File: config.mk
export PLATFORM = sky130hd
export DESIGN_NAME = seq_ctrl_device_flat
export DESIGN_NICKNAME = d
export VERILOG_FILES = /design/src/hw/seq_ctrl_pkg.sv /design/src/hw/seq_ctrl_if.sv /design/src/hw/seq_ctrl_device.sv /design/src/hw/cmd_word_capture.sv /design/src/flat_wrapper.sv
export SDC_FILE = /design/constraint.sdc
export NUM_CORES = 1
export LEC_CHECK = 0
export ABC_AREA = 1
export BUFFER_PORTS_ARGS = -buffer_cell sky130_fd_sc_hd__buf_2
export CAP_MARGIN = 20
export CORE_MARGIN = 2
export CORE_UTILIZATION = 50
export CTS_CLUSTER_DIAMETER = 120
export CTS_CLUSTER_SIZE = 30
export DETAILED_ROUTE_END_ITERATION = 12
export GPL_ROUTABILITY_DRIVEN = 0
export PLACE_DENSITY = 0.76
export SLEW_MARGIN = 20
export SYNTH_ARGS = -nofsm -noshare
export SYNTH_HDL_FRONTEND = slang
export SYNTH_SLANG_ARGS = --single-unit
File: constraint.sdc
create_clock -name i_clk -period 1.7 [get_ports i_clk]
set_clock_uncertainty 0.2 [all_clocks]
set_input_delay 0.085 -clock i_clk [delete_from_list [all_inputs] [get_ports i_clk]]
set_output_delay 0.085 -clock i_clk [all_outputs]
set_load 0.05 [all_outputs]
File: src/hw/seq_ctrl_pkg.sv
package seq_ctrl_pkg;
   // ************************************************************
   // Command word layout
   // ************************************************************
   localparam int          WORD_W        = 16;
   localparam int          CMD_BIT       = 15;
   localparam int          SEL_HI        = 14;
   localparam int          SEL_LO        = 11;
   localparam int          DATA_HI       = 10;
   localparam int          DAC_CH_HI     = 14;
   localparam int          DAC_CH_LO     = 12;
   localparam logic [3:0]  SEL_NOP       = 4'h0;
   localparam logic [3:0]  SEL_ORDER     = 4'h2;
   localparam logic [3:0]  SEL_GENERAL   = 4'h3;
   localparam logic [3:0]  SEL_ADC_PINS  = 4'h4;
   localparam logic [3:0]  SEL_DAC_PINS  = 4'h5;
   // ************************************************************
   // Field positions
   // ************************************************************
   localparam int          LOOP_BIT      = 9;
   localparam int          TEMP_BIT      = 8;
   localparam int          CHARGE_BIT    = 9;
   localparam int          BUF_ON_BIT    = 8;
   localparam int          FREEZE_BIT    = 7;
   localparam int          BCAST_BIT     = 6;
   localparam int          IN_SPAN_BIT   = 5;
   localparam int          OUT_SPAN_BIT  = 4;
   localparam logic [10:0] RESET_VAL     = 11'h000;
   // ************************************************************
   // Host register map (Avalon word offsets)
   // ************************************************************
   localparam logic [1:0]  HOFS_CMD      = 2'h0;
   localparam logic [1:0]  HOFS_STATUS   = 2'h1;
   localparam logic [1:0]  HOFS_LAST     = 2'h2;
   localparam int          BITS_PER_WORD = 16;
endpackage : seq_ctrl_pkg

File: src/hw/seq_ctrl_if.sv
`timescale 1ns/10ps
interface seq_ctrl_if;
   logic        word_valid;
   logic [15:0] word;
   modport host   (output word_valid, output word);
   modport device (input word_valid, input word);
endinterface : seq_ctrl_if

File: src/hw/seq_ctrl_device.sv
// Overview of operation
// RULE1 - Order register select is 0010, bit15 low
// RULE2 - Host writes zero to order bit 10
// RULE3 - Loop bit repeats sequence, resets low
// RULE4 - Temperature bit adds die reading
// RULE5 - Channel bits 7..0 include inputs
// RULE6 - General register select is 0011, bit15 low
// RULE7 - Charge mode powers buffer only converting
// RULE8 - Charge mode clear keeps buffer powered
// RULE9 - Bit 8 enables input buffer
// RULE10 - Freeze bit blocks pin setup writes
// RULE11 - Broadcast bit loads every DAC channel; code loads only the channels set in the DAC pin setup
// RULE12 - Otherwise address picks single DAC
// RULE13 - Bit 5 doubles input span
// RULE14 - Bit 4 doubles output span
// RULE15 - Host writes zero to bits 3..0
// RULE16 - DAC write: bit15 set, address 14..12
// RULE17 - Update only addressed register bits 10..0
`timescale 1ns/10ps
module seq_ctrl_device
(
   input  wire logic        i_clk,
   input  wire logic        i_nrst,
   seq_ctrl_if.device       link,
   input  wire logic        i_converting,
   output logic [7:0]       o_channel_list,
   output logic             o_temp_sample,
   output logic             o_loop_sequence,
   output logic             o_buffer_power,
   output logic             o_input_span,
   output logic             o_output_span,
   output logic             o_pin_setup_freeze,
   output logic [7:0]       o_adc_pins,
   output logic [7:0]       o_dac_pins,
   output logic [7:0]       o_dac_load,
   output logic [11:0]      o_dac_data
);
   logic        cap_strobe;
   logic [15:0] cap_word;
   logic [10:0] order_r;
   logic [10:0] order_nxt;
   logic [10:0] general_r;
   logic [10:0] general_nxt;
   logic [7:0]  adc_pins_r;
   logic [7:0]  adc_pins_nxt;
   logic [7:0]  dac_pins_r;
   logic [7:0]  dac_pins_nxt;
   logic [7:0]  load_r;
   logic [7:0]  load_nxt;
   logic [11:0] dac_data_r;
   logic [11:0] dac_data_nxt;
   logic        buf_r;
   logic        buf_nxt;
   logic [3:0]  sel;
   logic [2:0]  dac_ch;
   logic        dac_write;
   logic        cfg_write;

   cmd_word_capture u_capture
   (
      .i_clk    (i_clk),
      .i_nrst   (i_nrst),
      .i_valid  (link.word_valid),
      .i_word   (link.word),
      .o_strobe (cap_strobe),
      .o_word   (cap_word)
   );

   assign sel    = cap_word[seq_ctrl_pkg::SEL_HI:seq_ctrl_pkg::SEL_LO];
   assign dac_ch = cap_word[seq_ctrl_pkg::DAC_CH_HI:seq_ctrl_pkg::DAC_CH_LO];
   assign dac_write = cap_strobe && cap_word[seq_ctrl_pkg::CMD_BIT];
   assign cfg_write = cap_strobe && !cap_word[seq_ctrl_pkg::CMD_BIT];

   // ************************************************************
   // Sequence and general control registers
   // ************************************************************
   always_comb
   begin
      order_nxt   = order_r;
      general_nxt = general_r;
      if (cfg_write)
      begin
         case (sel)
            seq_ctrl_pkg::SEL_ORDER:   order_nxt   = cap_word[10:0];   // [RULE17] [RULE1]
            seq_ctrl_pkg::SEL_GENERAL: general_nxt = cap_word[10:0];   // [RULE17] [RULE6]
            default:                   order_nxt   = order_r;
         endcase
      end
   end

   always_ff @(posedge i_clk or negedge i_nrst)
   begin
      if (!i_nrst)
      begin
         order_r   <= seq_ctrl_pkg::RESET_VAL;                     // [RULE3] [RULE5]
         general_r <= seq_ctrl_pkg::RESET_VAL;                     // [RULE9]
      end
      else
      begin
         order_r   <= order_nxt;
         general_r <= general_nxt;
      end
   end

   // ************************************************************
   // Pin setup registers
   // ************************************************************
   always_comb
   begin
      adc_pins_nxt = adc_pins_r;
      dac_pins_nxt = dac_pins_r;
      // Frozen setup drops writes silently; host reads return the sent word, only o_adc_pins and o_dac_pins show it
      if (cfg_write && !general_r[seq_ctrl_pkg::FREEZE_BIT])
      begin
         if (sel == seq_ctrl_pkg::SEL_ADC_PINS)
            adc_pins_nxt = cap_word[7:0];                          // [RULE10]
         if (sel == seq_ctrl_pkg::SEL_DAC_PINS)
            dac_pins_nxt = cap_word[7:0];                          // [RULE10]
      end
   end

   always_ff @(posedge i_clk or negedge i_nrst)
   begin
      if (!i_nrst)
      begin
         adc_pins_r <= 8'h00;
         dac_pins_r <= 8'h00;
      end
      else
      begin
         adc_pins_r <= adc_pins_nxt;
         dac_pins_r <= dac_pins_nxt;
      end
   end

   // ************************************************************
   // DAC write strobes and data
   // ************************************************************
   // One decoder per channel; broadcast follows the DAC pin setup
   for (genvar ch = 0; ch < 8; ch = ch + 1)
   begin : g_load
      always_comb
      begin
         load_nxt[ch] = 1'b0;
         if (dac_write)
         begin
            if (general_r[seq_ctrl_pkg::BCAST_BIT])
               load_nxt[ch] = dac_pins_r[ch];                      // [RULE11] [RULE16]
            else
               load_nxt[ch] = (dac_ch == 3'(ch));                  // [RULE12] [RULE16]
         end
      end
   end

   always_comb
   begin
      dac_data_nxt = dac_data_r;
      if (dac_write)
         dac_data_nxt = cap_word[11:0];                            // [RULE16]
   end

   always_ff @(posedge i_clk or negedge i_nrst)
   begin
      if (!i_nrst)
      begin
         load_r     <= 8'h00;
         dac_data_r <= 12'h000;
      end
      else
      begin
         load_r     <= load_nxt;
         dac_data_r <= dac_data_nxt;
      end
   end

   // ************************************************************
   // Input buffer power
   // ************************************************************
   // Charge mode gates power to conversion time only
   always_comb
   begin
      if (!general_r[seq_ctrl_pkg::BUF_ON_BIT])
         buf_nxt = 1'b0;                                           // [RULE9]
      else if (general_r[seq_ctrl_pkg::CHARGE_BIT])
         buf_nxt = i_converting;                                   // [RULE7]
      else
         buf_nxt = 1'b1;                                           // [RULE8]
   end

   always_ff @(posedge i_clk or negedge i_nrst)
   begin
      if (!i_nrst)
         buf_r <= 1'b0;
      else
         buf_r <= buf_nxt;
   end

   // ************************************************************
   // Outputs
   // ************************************************************
   assign o_channel_list     = order_r[7:0];                                  // [RULE5]
   assign o_temp_sample      = order_r[seq_ctrl_pkg::TEMP_BIT];               // [RULE4]
   assign o_loop_sequence    = order_r[seq_ctrl_pkg::LOOP_BIT];               // [RULE3]
   assign o_buffer_power     = buf_r;
   assign o_input_span       = general_r[seq_ctrl_pkg::IN_SPAN_BIT];          // [RULE13]
   assign o_output_span      = general_r[seq_ctrl_pkg::OUT_SPAN_BIT];         // [RULE14]
   assign o_pin_setup_freeze = general_r[seq_ctrl_pkg::FREEZE_BIT];
   assign o_adc_pins         = adc_pins_r;
   assign o_dac_pins         = dac_pins_r;
   assign o_dac_load         = load_r;
   assign o_dac_data         = dac_data_r;
endmodule : seq_ctrl_device

File: src/hw/cmd_word_capture.sv
`timescale 1ns/10ps
module cmd_word_capture
(
   input  wire logic        i_clk,
   input  wire logic        i_nrst,
   input  wire logic        i_valid,
   input  wire logic [15:0] i_word,
   output logic             o_strobe,
   output logic [15:0]      o_word
);
   logic        strobe_r;
   logic        strobe_nxt;
   logic [15:0] word_r;
   logic [15:0] word_nxt;

   always_comb
   begin
      strobe_nxt = i_valid;
      word_nxt   = i_valid ? i_word : word_r;
   end

   always_ff @(posedge i_clk or negedge i_nrst)
   begin
      if (!i_nrst)
      begin
         strobe_r <= 1'b0;
         word_r   <= 16'h0000;
      end
      else
      begin
         strobe_r <= strobe_nxt;
         word_r   <= word_nxt;
      end
   end

   assign o_strobe = strobe_r;
   assign o_word   = word_r;
endmodule : cmd_word_capture

File: src/flat_wrapper.sv
// flat-port wrapper written by rule: the top's interface ports become plain ports
module seq_ctrl_device_flat 
  (i_clk, i_nrst, i_converting, o_channel_list, o_temp_sample, o_loop_sequence, o_buffer_power, o_input_span, o_output_span, o_pin_setup_freeze, o_adc_pins, o_dac_pins, o_dac_load, o_dac_data, link_word_valid, link_word);
  seq_ctrl_if link_i ();
  input  wire logic i_clk;
  input  wire logic i_nrst;
  input  wire logic i_converting;
  output logic [7:0] o_channel_list;
  output logic o_temp_sample;
  output logic o_loop_sequence;
  output logic o_buffer_power;
  output logic o_input_span;
  output logic o_output_span;
  output logic o_pin_setup_freeze;
  output logic [7:0] o_adc_pins;
  output logic [7:0] o_dac_pins;
  output logic [7:0] o_dac_load;
  output logic [11:0] o_dac_data;
  input wire logic [$bits(link_i.word_valid)-1:0] link_word_valid;
  input wire logic [$bits(link_i.word)-1:0] link_word;
  assign link_i.word_valid = link_word_valid;
  assign link_i.word = link_word;
  seq_ctrl_device u_core (.i_clk(i_clk), .i_nrst(i_nrst), .link(link_i), .i_converting(i_converting), .o_channel_list(o_channel_list), .o_temp_sample(o_temp_sample), .o_loop_sequence(o_loop_sequence), .o_buffer_power(o_buffer_power), .o_input_span(o_input_span), .o_output_span(o_output_span), .o_pin_setup_freeze(o_pin_setup_freeze), .o_adc_pins(o_adc_pins), .o_dac_pins(o_dac_pins), .o_dac_load(o_dac_load), .o_dac_data(o_dac_data));
endmodule
==> results.yml, run 1 <==
cells_and_area:
  num_antenna_cells: 0
  register_area_um2: 1750
  layout-drive-gt1-share_pct: 25.3
  fillers: 434
  multi_input_area_um2: 910
  syn2layout_area_growth_pct: 28.0
  fin_nets: 410
pwr:
  p_leak_nw: 1.99
  peakVddDrop_v: 0.000790
  power_density_nw_per_um2: 1490
  totalPowerFinal_w: 0.00535
clock_tree:
  clockRootBuffer: "clkbuf_8"
  insertion_delay_ps: 350
  cts-buffers-inserted: 9
  cts_tree: "yes"
  cts_num_sinks: 70
  cts_buffer_depth: 2
  htree_levels: 3
  post_cts_resized: 0
  path_clk_slew_ps: 70
setup_path:
  arrival_ps: 1530
  cp_common_cell: "nand2_1"
  reg2reg_setup_slack_ps: 210
  crit_path_end_kind: "flip-flop"
  start_kind: "flip-flop"
  r2r-start: "u_core.u_capture.o_word[13]"
  cp.required_ps: 1740
  path_max_fanout: 18
  rr_worst_depth: 6
  slowest_delay_ps: 430
  slowest_stage: "dfrtp_1"
  cp_cell_sequence: "inv_1 -> nand2_2 -> nor2_8 -> nand2_1 -> nand2_1 -> nand2_1"
  critical_path_class: "flip-flop to flip-flop"
  r2r_end: "u_core.general_r[4]"
logic_synthesis:
  syn_area_per_cell_um2: 9.39
  async_flop_share_pct: 100
  synth_top_cell_area_share_pct: 62.6
  postSynthCellCount: 298
  syn_nets: 318
  synthTopCellsByArea: "dfrtp_1 (63%), nand2_1 (15%), nand3_1 (5.7%)"
  synth_flop_cell: "dfrtp_1"
  yosysUniqueCellTypes: 18
  yosysWarnings: 0
  synth_seq_cells: 70
  synthMostInstantiatedCell: "nand2_1"
  ys_seq_area_share_pct: 62.6
  netlist_top_cells_count: "nand2_1 (114), dfrtp_1 (70), nand3_1 (32)"
  synth-edff-count: 0
  syn_area_um2: 2800
  synth_area_leader_cell: "dfrtp_1"
worst_hold_path:
  hold_path_class: "primary input to asynchronous set/reset pin"
global_routing:
  grt_pass1_vias: 2191
  overflow: 0
  grt_max_degree: 71
  antenna_found_initial: 0
  grt_pass1_wl_um: 10500
  grtUsageTotal_pct: 22.6
flow_run:
  drv_cap: 0
route:
  vias: 2303
  topRoutingLayerUsed: "met4"
  wl_um: 6370
  dr.pass1.iters: 4
  ant_nets: 0
  routed-wl-met2_um: 3030
  wl_met3_um: 415
  drc_errors: 0
  drt-vias-per-instance: 4.93
  avgRoutedWirePerCell_um: 13.6
  wl_met1_um: 2750
  first_iter_violations: 132
sta:
  setup_tns_ps: 0
  hold_ws_ps: 99.5
  worst_pin_slew_ps: 485
  finalSetupViolCount: 0
  period_share_pct: 87.7
  relSlewSlack_pct: 67.7
  fmax_mhz: 671
  drv_slew: 0
  min_period_ps: 1490
  hold_viol_final: 0
  rsz0062_at_grt: "false"
floorplan:
  die_h_um: 78.8
  die_w_um: 78.8
  core_um2: 5440
  rows: 27
  ios: 70
  initial_core_util_pct: 51.4
  die-area_um2: 6210
placed_design:
  dp_hpwl_um: 4080
  portBuffers: 69
run_status:
  status: "complete, no violations"
-- final cells by class --
type / count / share of cell area (%)
Tap cell: 72 / 2.51
Inverter: 20 / 2.10
Timing Repair Buffer: 91 / 15.9
Sequential cell: 70 / 48.9
Clock inverter: 4 / 0.559
Multi-Input combinational cell: 198 / 25.4
Clock buffer: 12 / 4.61
-- worst max-delay path by stage --
stage / start / end / slack, ps
after floorplan: u_core.general_r[7] / u_core.o_dac_pins[4] / 270
after global placement: u_core.u_capture.o_word[14] / u_core.general_r[9] / 270
after detailed placement: u_core.u_capture.o_word[13] / u_core.general_r[8] / 220
after CTS: u_core.u_capture.o_word[13] / u_core.general_r[4] / 210
after global routing: u_core.u_capture.o_word[13] / u_core.order_r[5] / 90
final: u_core.u_capture.o_word[13] / u_core.general_r[4] / 210
-- cell usage in the layout (no fill, tap or decap), drive strengths merged --
master	Yosys	layout
clkbuf	6	12
nand3	32	32
dfrtp	70	70
buf	4	72
nor2	9	9
dlygate4sd3	0	19
inv	20	20
a21boi	1	1
nand2	120	120
a21oi	8	8
clkinv	0	4
o21ai	28	28
-- critical path: cells and delay by family (launching register included) --
family                 cells  cell delay [ps]
buffers and inverters      1              100
and+or+nand+nor            5              640
DFF                        1              430
-- report_power, final --
group          total [W]  switching, W  internal, W
Clock            0.00124      0.000602     0.000638
Combinational    0.00185       0.00144     0.000403
Sequential       0.00226      0.000262      0.00200
-- through the flow --
| step | utilization, % | instances | setup WS (ps) | cell area (um^2) |
|---|---|---|---|---|
| after detailed placement | 59.0 | 432 | 218 | 3210 |
| after global routing | 65.9 | 467 | 90.7 | 3580 |
| after floorplan | - | 298 | 273 | 2800 |
| after CTS | 65.9 | 467 | 213 | 3580 |
| after global placement | 59.0 | 432 | 268 | 3210 |
| final | 65.9 | 467 | 209 | 3580 |
-- flip-flops by register name, indices dropped and copies added, names as in the netlist --
signal / cells
u_core.o_dac_pins: 8
u_core.general_r: 6
u_core.u_capture.o_word: 16
u_core.o_dac_data: 12
u_core.o_buffer_power: 1
u_core.order_r: 10
u_core.o_dac_load: 8
u_core.o_adc_pins: 8
u_core.u_capture.o_strobe: 1
-- logic make-up after synthesis --
logic type / Yosys count / synth area share [%]
AO/OA/AOI/OAI: 37 / 6.71
buffers and inverters: 30 / 4.87
flip-flops: 70 / 62.6
AND/OR/NAND/NOR: 161 / 25.8
-- per-layer routing --
layer  up-vias  GRT usage (%)
li1       1132              -
met1      1072           30.2
met2        84           34.9
met3        15           4.20
met4         0           13.0
met5         -              0
-- repair_timing --
item | 4_1_cts | 5_1_grt
hold buffers | 19 | 0
hold endpoints to repair | 88 | 0
buffers inserted | 0 | 0
setup endpoints to repair | 0 | 0
Power figures use the tool's default switching activity.
==> run 2: changes to the inputs <==
--- a/config.mk
+++ b/config.mk
@@ -9,12 +9,11 @@
 export BUFFER_PORTS_ARGS = -buffer_cell sky130_fd_sc_hd__buf_2
 export CAP_MARGIN = 20
 export CORE_MARGIN = 2
-export CORE_UTILIZATION = 50
+export CORE_UTILIZATION = 40
 export CTS_CLUSTER_DIAMETER = 120
 export CTS_CLUSTER_SIZE = 30
 export DETAILED_ROUTE_END_ITERATION = 12
 export GPL_ROUTABILITY_DRIVEN = 0
-export PLACE_DENSITY = 0.76
 export SLEW_MARGIN = 20
 export SYNTH_ARGS = -nofsm -noshare
 export SYNTH_HDL_FRONTEND = slang
==> run 2 against run 1 <==
Critical path depth unchanged. Sequential share of layout area down 1.4 points. Worst hold slack worse by 13 ps. Critical endpoint is now u_core.general_r[8]. Largest cell class unchanged. Highest routed layer unchanged.
==> results.yml, run 2 (synthesized netlist as in run 1, its figures left out) <==
cells_and_area:
  largest_register_ffs: 16
  layout-drive-gt1-share_pct: 25.2
  fin_nets: 412
  syn2layout_area_growth_pct: 31.9
  register_area_um2: 1750
  multi_input_area_um2: 910
  layout_commonest_cell: "nand2_1"
  fillers: 633
  mostFrequentLayoutCells: "nand2_1 (114), dfrtp_1 (70), buf_2 (69)"
  num_antenna_cells: 0
pwr:
  p_comb_share_pct: 32.3
  power_density_nw_per_um2: 1560
  p_sw_w: 0.00230
  p_int_w: 0.00347
  p_leak_nw: 2.02
  totalPowerFinal_w: 0.00578
  peakVddDrop_v: 0.000765
  p_seq_share_pct: 39.1
  swShare_pct: 39.9
  clkPwrFrac_pct: 28.6
sta:
  drv_slew: 0
  period_share_pct: 88.6
  setup_tns_ps: 0
  finalSetupViolCount: 0
  rsz0062_at_grt: "false"
  fmax_mhz: 664
  min_period_ps: 1510
  setup_slack_ps: 194
  relSlewSlack_pct: 65.9
  hold_viol_final: 0
  worst_pin_slew_ps: 511
route:
  avgRoutedWirePerCell_um: 13.2
  vias: 2283
  first_iter_violations: 89
  drt-vias-per-instance: 4.63
  ant_nets: 0
  wl_um: 6520
  drc_errors: 0
  dr.pass1.iters: 4
clock_tree:
  cts_buffer_depth: 2
  cts_tree: "yes"
  cts_num_sinks: 70
  clockRootBuffer: "clkbuf_8"
  post_cts_resized: 0
  insertion_delay_ps: 340
  path_clk_slew_ps: 70
  htree_levels: 3
  cts-buffers-inserted: 9
global_routing:
  grtUsageTotal_pct: 18.8
  grt_max_degree: 71
  grt_pass1_wl_um: 11000
  grt_pass1_vias: 2238
  overflow: 0
  antenna_found_initial: 0
placed_design:
  portBuffers: 69
  dp_slack_ps: 205
  dp_hpwl_um: 4350
floorplan:
  initial_core_util_pct: 41.2
  die-area_um2: 7680
  core_um2: 6790
  rows: 30
  die_w_um: 87.6
  ios: 70
  die_h_um: 87.6
setup_path:
  rr_worst_depth: 6
  cp_num_cells: 6
  critPathBufInv: 1
  path_delay_family: "simple AND/OR/NAND/NOR gates"
  cp_common_cell: "nand2_1"
  cp.required_ps: 1730
  r2r-start: "u_core.u_capture.o_word[13]"
  path_max_fanout: 18
  cp_cell_sequence: "inv_1 -> nand2_2 -> nor2_8 -> nand2_1 -> nand2_1 -> nand2_1"
  crit_path_end_kind: "flip-flop"
  cp-startpoint: "u_core.u_capture.o_word[13]"
  critical_path_class: "flip-flop to flip-flop"
  arrival_ps: 1530
  start_kind: "flip-flop"
  slowest_stage: "dfrtp_1"
  slowest_delay_ps: 430
worst_hold_path:
  hold_path_class: "primary input to asynchronous set/reset pin"
run_status:
  status: "complete, no violations"
flow_run:
  drv_cap: 0
[run 2: repair_timing]
| action | 4_1_cts | 5_1_grt |
|---|---|---|
| hold buffers | 19 | 0 |
| buffers inserted | 0 | 0 |
| hold endpoints to repair | 88 | 0 |
[run 2: routing by layer]
| metal | vias to the layer above | track usage [%] | share of wire, % |
|---|---|---|---|
| met4 | 0 | 6.29 | 1.5 |
| met1 | 1074 | 26.2 | 48 |
| met5 | - | 0 | 0 |
| met2 | 63 | 29.3 | 46 |
| met3 | 11 | 4.05 | 4.1 |
| li1 | 1135 | - | - |
[run 2: stage by stage]
step	hold WS [ps]	instance area (um^2)	util, %	cells
3_3_place_gp	-61.9	3250	47.9	458
6_report	86.4	3690	54.3	493
4_1_cts	117	3690	54.3	493
2_1_floorplan	-411	2800	-	298
3_5_place_dp	-61.3	3250	47.9	458
5_1_grt	147	3690	54.3	493
[run 2: final cells by class]
class,count,share of cell area [%]
Inverter,20,2.03
Clock inverter,3,2.44
Tap cell,96,3.25
Sequential cell,70,47.5
Timing Repair Buffer,93,15.9
Clock buffer,13,4.31
Multi-Input combinational cell,198,24.6
[run 2: worst paths after layout]
check	to	slack, ps
min in group i_clk	u_core.o_buffer_power	270
max in group asynchronous	u_core.u_capture.o_word[1]	890
worst min register to register	u_core.o_buffer_power	270
worst max-delay path	u_core.general_r[8]	190
worst max register to register	u_core.general_r[8]	190
worst min-delay path	u_core.o_dac_pins[3]	90
[run 2: worst reg2reg max path: stages, from the launching register on]
cell and delay (ps):
dfrtp_1 430, inv_1 100, nand2_2 90, nor2_8 210, nand2_1 210, nand2_1 100
nand2_1 60
[run 2: power groups by stage]
| stage | combinational [W] | sequential (W) | clock, W |
|---|---|---|---|
| final | 0.00186 | 0.00226 | 0.00165 |
| after global routing | 0.00201 | 0.00230 | 0.00176 |
| after CTS | 0.00188 | 0.00226 | 0.00168 |
| after detailed placement | 0.00185 | 0.00228 | 0 |
| after global placement | 0.00182 | 0.00228 | 0 |
| after floorplan | 0.000400 | 0.00322 | 0 |
